`src/pkg/instr_exec_pkg.sv`:
```
// package: opcodes, operand layout and timing for the instruction execution subset
package instr_exec_pkg;
  localparam int DATA_W = 8;
  localparam int FADDR_W = 7;
  localparam int PC_W = 13;
  localparam int JUMP_W = 11;
  localparam int LATCH_W = 8;
  localparam int LATCH_HI = 4;
  localparam int LATCH_LO = 3;
  localparam logic [DATA_W-1:0] ACC_RESET = 8'h00;
  localparam logic [DATA_W-1:0] NULL_VALUE = 8'h00;
  localparam logic [DATA_W-1:0] ONE_VALUE = 8'h01;
  localparam logic [PC_W-1:0] PC_RESET = 13'h0000;
  localparam logic [PC_W-1:0] PC_STEP = 13'h0001;
  localparam logic DEST_ACC = 1'b0;
  localparam logic DEST_FILE = 1'b1;
  localparam int SKIP_CYCLES = 2;
  localparam int JUMP_CYCLES = 2;

  typedef enum logic [3:0] {
    OP_NONE,
    OP_CLEAR_ACCUMULATOR,
    OP_DECREMENT_SKIP_IF_NULL,
    OP_INCREMENT_SKIP_IF_NULL,
    OP_UNCONDITIONAL_JUMP,
    OP_OR_LITERAL_INTO_ACC,
    OP_INCREMENT_FILE,
    OP_OR_ACC_WITH_FILE,
    OP_DECREMENT_FILE
  } op_e;

  typedef struct packed {
    op_e op;
    logic dest_sel;
    logic [FADDR_W-1:0] file_addr;
    logic [JUMP_W-1:0] immediate;
  } instr_s;

  typedef struct packed {
    logic we;
    logic [FADDR_W-1:0] addr;
    logic [DATA_W-1:0] data;
  } file_wr_s;
endpackage

```
`src/rtl/instr_exec.sv`:
```
// execution unit for a subset of an 8-bit core instruction set
`timescale 1ns/1ps
module instr_exec
  import instr_exec_pkg::*;
(
  input wire logic sys_clk_in,
  input wire logic sys_rst_in,
  input wire logic instr_valid_in,
  input wire instr_exec_pkg::instr_s instr_in,
  input wire logic [instr_exec_pkg::DATA_W-1:0] file_rdata_in,
  input wire logic [instr_exec_pkg::LATCH_W-1:0] upper_counter_latch_in,
  output logic [instr_exec_pkg::DATA_W-1:0] acc_out,
  output logic null_flag_out,
  output logic [instr_exec_pkg::PC_W-1:0] pc_out,
  output instr_exec_pkg::file_wr_s file_wr_out,
  output logic squash_out
);
  import instr_exec_pkg::*;

  // ==========================================================
  // state
  logic [DATA_W-1:0] acc, next_acc;
  logic null_flag, next_null_flag;
  logic [PC_W-1:0] pc, next_pc;
  file_wr_s file_wr, next_file_wr;
  logic squash, next_squash;
  logic [DATA_W-1:0] result;
  logic exec;

  // a squashed slot is the forced no-op; it must not retire
  assign exec = instr_valid_in && !squash;

  // ==========================================================
  // next-state computation
  always_comb begin
    next_acc = acc;
    next_null_flag = null_flag;
    next_pc = pc;
    next_file_wr = '0;
    // a pending squash waits for its slot, idle cycles do not use it up
    next_squash = squash && !instr_valid_in;
    result = NULL_VALUE;
    if (instr_valid_in) begin
      next_pc = pc + PC_STEP;
    end
    if (exec) begin
      case (instr_in.op)
        OP_CLEAR_ACCUMULATOR: begin
          next_acc = ACC_RESET;
          next_null_flag = 1'b1;
        end
        OP_DECREMENT_SKIP_IF_NULL, OP_DECREMENT_FILE: begin
          result = file_rdata_in - ONE_VALUE;
        end
        OP_INCREMENT_SKIP_IF_NULL, OP_INCREMENT_FILE: begin
          result = file_rdata_in + ONE_VALUE;
        end
        OP_OR_LITERAL_INTO_ACC: begin
          result = acc | instr_in.immediate[DATA_W-1:0];
          next_acc = result;
          next_null_flag = (result == NULL_VALUE);
        end
        OP_OR_ACC_WITH_FILE: begin
          result = acc | file_rdata_in;
        end
        OP_UNCONDITIONAL_JUMP: begin
          next_pc = {upper_counter_latch_in[LATCH_HI:LATCH_LO], instr_in.immediate};
          next_squash = 1'b1;
        end
        default: begin
          next_acc = acc;
        end
      endcase
      case (instr_in.op)
        OP_DECREMENT_SKIP_IF_NULL, OP_INCREMENT_SKIP_IF_NULL, OP_INCREMENT_FILE,
        OP_OR_ACC_WITH_FILE, OP_DECREMENT_FILE: begin
          if (instr_in.dest_sel == DEST_ACC) begin
            next_acc = result;
          end else begin
            next_file_wr.we = 1'b1;
            next_file_wr.addr = instr_in.file_addr;
            next_file_wr.data = result;
          end
          if (instr_in.op == OP_DECREMENT_SKIP_IF_NULL || instr_in.op == OP_INCREMENT_SKIP_IF_NULL) begin
            next_squash = (result == NULL_VALUE);
          end else begin
            next_null_flag = (result == NULL_VALUE);
          end
        end
        default: begin
          next_file_wr = '0;
        end
      endcase
    end
  end

  // ==========================================================
  // registers
  always_ff @(posedge sys_clk_in or posedge sys_rst_in) begin
    if (sys_rst_in) begin
      acc <= ACC_RESET;
      null_flag <= 1'b0;
      pc <= PC_RESET;
      file_wr <= '0;
      squash <= 1'b0;
    end else begin
      acc <= next_acc;
      null_flag <= next_null_flag;
      pc <= next_pc;
      file_wr <= next_file_wr;
      squash <= next_squash;
    end
  end

  assign acc_out = acc;
  assign null_flag_out = null_flag;
  assign pc_out = pc;
  assign file_wr_out = file_wr;
  assign squash_out = squash;
endmodule

```
`config.mk`:
```
export PLATFORM = sky130hd
export DESIGN_NAME = instr_exec
export DESIGN_NICKNAME = d
export VERILOG_FILES = /design/src/pkg/instr_exec_pkg.sv /design/src/rtl/instr_exec.sv
export SDC_FILE = /design/constraint.sdc
export NUM_CORES = 1
export LEC_CHECK = 0
export BUFFER_PORTS_ARGS = -buffer_cell sky130_fd_sc_hd__buf_2
export CELL_PAD_IN_SITES_DETAIL_PLACEMENT = 0
export CELL_PAD_IN_SITES_GLOBAL_PLACEMENT = 1
export CORE_ASPECT_RATIO = 0.5
export CORE_MARGIN = 2
export CORE_UTILIZATION = 37
export DETAILED_ROUTE_END_ITERATION = 10
export GPL_TIMING_DRIVEN = 0
export PLACE_DENSITY = 0.88
export SLEW_MARGIN = 20
export SYNTH_ARGS = -nofsm -noshare
export SYNTH_HDL_FRONTEND = slang
export SYNTH_SLANG_ARGS = --single-unit
```
`constraint.sdc`:
```
create_clock -name sys_clk_in -period 2.13 [get_ports sys_clk_in]
set_input_delay 0.1065 -clock sys_clk_in [delete_from_list [all_inputs] [get_ports sys_clk_in]]
set_output_delay 0.1065 -clock sys_clk_in [all_outputs]
set_load 0.005 [all_outputs]
```
### After elaboration in Yosys (flattened, before gate mapping)

Cells that the tools add are included.
Widths: inputs -> output; s select.

* register bits: 39
* bits of input ports: 42

* eq/ne operators: 8
* reductions and logical operators: 10
* $add $sub $neg: 3
* bitwise gates (word level): 2
* mux-type cells: 18

Operators with widths (number)
* $mux 16: 3
* $mux 13: 3
* $pmux 8 s4: 1
* $mux 8: 3
* $eq 4x3->1 const B: 4
* $logic_not 8->1: 2
* $or 8x8->8: 2
* $pmux 8 s2: 1
* $add 13x1->13 const B: 1
* $add 8x1->8 const B: 1
* $eq 4x2->1 const B: 2
* $sub 8x1->8 const B: 1
* $mux 1: 6
* $reduce_or 5->1: 1
* $eq 4x1->1 const B: 1
* $eq 4x4->1 const B: 1
* $reduce_or 2->1: 2
* $logic_and 1x1->1: 2
* $logic_not 1->1: 2
* $pmux 1 s2: 1
* $logic_or 1x1->1: 1

### Longest topological paths before layout

* depth after elaboration: 8
* mapped depth: 12

### Worst setup path after synthesis

No wires, ideal clock.

* kind: input -> register
* from: in instr_in[22] in the netlist's numbering
* to: reg null_flag (netlist: null_flag_out)
* stages: 12
* setup slack: -593 ps
* arrival: 2620 ps
* required time: 2027 ps
* library setup time: 103 ps
* cell sequence: buf_2 > nand2b_4 > nor2_2 > xnor2_1 > ha_1 > or4_4 > a21o_1 > o2111a_1 > a211oi_2 > nand4_1 > or3_1 > o41ai_2

* word-level cells in the longest chain between the ends: 7

Ends and longest elaborated chain
* start: declaration: RTL line instr_exec.sv:9 `input wire instr_exec_pkg::instr_s instr_in,`
* $eq 4x2->1 (tied with other cells): RTL line instr_exec.sv:47, instr_exec.sv:74, instr_exec.sv:84
* $reduce_or 2->1: RTL line instr_exec.sv:47 `case (instr_in.op)`
* $pmux 8 s4: RTL line instr_exec.sv:47
* $mux 8: RTL line instr_exec.sv:46 `if (exec) begin`
* $logic_not 8->1: RTL line instr_exec.sv:87 `next_null_flag = (result == NULL_VALUE);`
* $mux 1: RTL line instr_exec.sv:84 `if (instr_in.op == OP_DECREMENT_SKIP_IF_NULL || instr_in.op == OP_INCREMENT_SKIP_IF_NULL) begin`
* $mux 1 (*): RTL line instr_exec.sv:74 `case (instr_in.op)`
* end signal: assignment: RTL line instr_exec.sv:108 `null_flag <= next_null_flag;`
* end: declaration: RTL line instr_exec.sv:23 `logic null_flag, next_null_flag;`

Mark *: on every way between the ends. The rest lies on a longest branch, timed or not. The select of a mux whose other input is x is not followed.
A chain may end at the register's enable or synchronous reset.

### Final worst setup path

Ends and elaborated chain as after synthesis.

==> flow_summary_export.csv <==
group,metric,value,unit
hold_path,hold_class,"primary input to asynchronous set/reset pin",
yosys,synth_top_flop_cell,"dfrtp_1",
floorplanning,rows,20,
sta,slew_violations,0,
worst_setup_path,endpoint,"null_flag_out",
floorplanning,io-pin-count,81,
worst_setup_path,cp_max_fo,2,
yosys,synth_edf_count,0,
grt,grt_antenna_before_repair,0,
route,detail-route-antenna-nets,0,
yosys,syn_inst,281,
floorplanning,initial_utilization,39.4,%
pwr,p_int,1.79,mW
clock_network,htree_levels,2,
sta,clock_skew,0.00240,ns
finish,final_nets,412,
yosys,synth_area_leaders,"dfrtp_1 40%, nor2_1 5.8%, a21oi_1 4.7%",
yosys,netlist_area,2460,um^2
pwr,finalPower,2.64,mW
sta,rsz0062_at_grt,"true",
sta,tns,-0.454,ns
worst_setup_path,worst_r2r_path_depth,6,
clock_network,clk_pin_slew,0.05,ns
worst_setup_path,critical_path.startpoint,"instr_in[22]",
worst_setup_path,r2r-end,"null_flag_out",
route,drt_wl_total,7.37,mm
finish,drive_above_1_share,30.6,%
worst_setup_path,cp_data_arrival_time,2.52,ns
clock_network,cts_made_buffers,5,
floorplanning,dieArea,7360,um^2
yosys,yosys_warnings,0,
floorplanning,coreArea,6260,um^2
pwr,p_switching,0.859,mW
sta,period_share,110,%
grt,gr-total-overflow,0,
placement,io_buffers,68,
yosys,postSynthAreaPerCell,8.76,um^2
pwr,power_density,815,nW/um^2
grt,grt_pass1_wl,11.5,mm
grt,grt_pass1_vias,2293,
route,vias,2467,
run_status,violations,"hold timing, setup timing",
yosys,ys_seq_elements,39,
yosys,syn-num-nets,327,
worst_setup_path,ff2ff_setup_slack,0.14,ns
clock_network,cts_num_sinks,39,
worst_setup_path,reg2reg_from,"acc_out[5]",
yosys,yosys.cell_count.top_type,"dfrtp_1",
sta,slew_headroom,46.7,%
placement,gp_congestion,0.885,
sta,worstMarginPinSlew,0.798,ns
sta,min_period,2.35,ns
run,max_cap_viol_count,0,
yosys,synthXorXnorAreaFrac,6.71,%
route,dr.pass1.iters,4,
yosys,synth_cell_types,50,
yosys,async_reset_ff_share,100,%
yosys,ys_seq_area_share,39.6,%
sta,setup_violations,5,
sta,fmax,426,MHz
yosys,yosys.area.top_type,"dfrtp_1",
finish,utilization,51.8,%
worst_setup_path,end_kind,"flop",
route,wl_per_cell,16.2,um
yosys,synth_compound_area_share,19.0,%
yosys,yosys.area_share.simple,26.6,%
pwr,p_leak,1.50,nW
pwr,switching_share,32.5,%
pwr,clkPwrFrac,27.1,%
grt,grt_max_degree,40,
route,drtIter0Drc,141,
yosys,yosysTopAreaCellShare,39.6,%
sta,hold_viol,39,
yosys,synthTopCellsByCount,"39 x dfrtp_1, 38 x nor2_1, 23 x a21oi_1",
route,viasPerCell,5.43,
sta,fin_ws,-0.219,ns
clock_network,cts_tree,"yes",
yosys,synth_top_family_by_area,"simple AND/OR/NAND/NOR gates",
worst_setup_path,crit_path_start_kind,"primary input",
yosys,synth.area.mux_share,1.63,%
worst_setup_path,worstPathRequired,2.30,ns
placement,dp_hpwl,5.32,mm
finish,areaGrowthSynthToFinish,31.7,%
pwr,power_frac_seq,40.9,%
clock_network,cts_buffer_depth,2,
yosys,synth-adder-area-share,2.03,%
finish,antenna_cells,0,
worst_setup_path,criticalPathCategory,"primary input to flop",
floorplanning,die_h,61.7,um
clock_network,cts_root_buffer,"clkbuf_16",
floorplanning,die_w,119,um
run_status,status,"complete, but fails checks",
route,drc,0,
pwr,combPwrFrac,32.0,%
sta,whs,-0.0165,ns
clock_network,clock_latency,0.27,ns
pwr,ir_drop,357,uV
grt,grt.total_usage,20.2,%
[how the worst min path moves through the flow]
stage / startpoint / to
3_5_place_dp: sys_rst_in / file_wr_out[14]
4_1_cts: sys_rst_in / file_wr_out[14]
2_1_floorplan: instr_in[13] / file_wr_out[10]
6_report: sys_rst_in / file_wr_out[15]
5_1_grt: instr_in[15] / file_wr_out[12]
3_3_place_gp: instr_in[14] / file_wr_out[11]
[registers in the layout, summed over array words and instances (netlist names)]
name,count
pc_out,13
squash_out,1
file_wr_out,16
null_flag_out,1
acc_out,8
[placed cells by master (no fill, tap or decap), types with 9 or more instances in the layout]
cell / Yosys / routed
nor2b_1: 14 / 14
nand3_1: 9 / 9
a21oi_1: 23 / 23
dfrtp_1: 39 / 39
nor2_1: 38 / 38
a211oi_1: 9 / 9
buf_2: 3 / 69
xor2_1: 10 / 10
o21ai_0: 11 / 11
and2_1: 9 / 9
nand2_1: 17 / 17
buf_4: 3 / 10
[layer usage]
layer | vias to the layer above | wire (um) | GRT usage (%)
met5 | - | 0 | 0
met4 | 0 | 130 | 9.58
met3 | 12 | 496 | 4.26
met2 | 89 | 3490 | 34.4
met1 | 1186 | 3250 | 25.7
li1 | 1180 | - | -
[through the flow]
step / setup WS, ns / instances / cell area, um^2
4_1_cts: -0.192 / 451 / 3210
6_report: -0.219 / 454 / 3240
5_1_grt: -0.301 / 454 / 3240
3_3_place_gp: -0.736 / 437 / 2950
2_1_floorplan: -0.391 / 281 / 2500
3_5_place_dp: -0.767 / 437 / 2950
[area by class of cell]
class / count / area [um^2]
fillers: 607 / 3010
multi-input cells: 219 / 1460
flip-flops and latches: 39 / 976
repair buffers: 78 / 425
clock buffers: 6 / 139
well taps: 88 / 110
plain buffers: 14 / 98.8
inverters: 9 / 33.8
clock inverters: 1 / 5.00
[critical path, cell delays in order]
cell and delay (ns):
buf_6 0.09, buf_6 0.10, nand2b_4 0.15, nor2_4 0.12, xnor2_1 0.08, ha_2 0.18
or4_4 0.43, a21o_1 0.19, o2111a_1 0.15, a211oi_2 0.22, nand4_1 0.13, or3_4 0.38
o41ai_2 0.19
[kinds of logic after synthesis]
| family | after synthesis |
|---|---|
| AOI/OAI and AO/OA | 71 |
| xor gates and xnor gates | 18 |
| muxes | 4 |
| and+or+nand+nor | 122 |
| DFF | 39 |
| buffers and inverters | 23 |
| adders and majority gates | 4 |
[what timing repair did]
item / 4_1_cts / 5_1_grt
setup endpoints to repair: 5 / 11
buffers inserted: 9 / 3
pin swaps: 7 / 3
gates resized for setup: 9 / 4
hold buffers: 0 / 0
[power by group through the flow]
stage          sequential [mW]  clock [mW]  combinational (mW)
4_1_cts                   1.08       0.731               0.832
3_3_place_gp              1.08           0               0.768
3_5_place_dp              1.09           0               0.788
6_report                  1.08       0.716               0.845
5_1_grt                   1.11       0.761               0.939
2_1_floorplan             1.08           0               0.470
(Power assumes the default switching activity.)
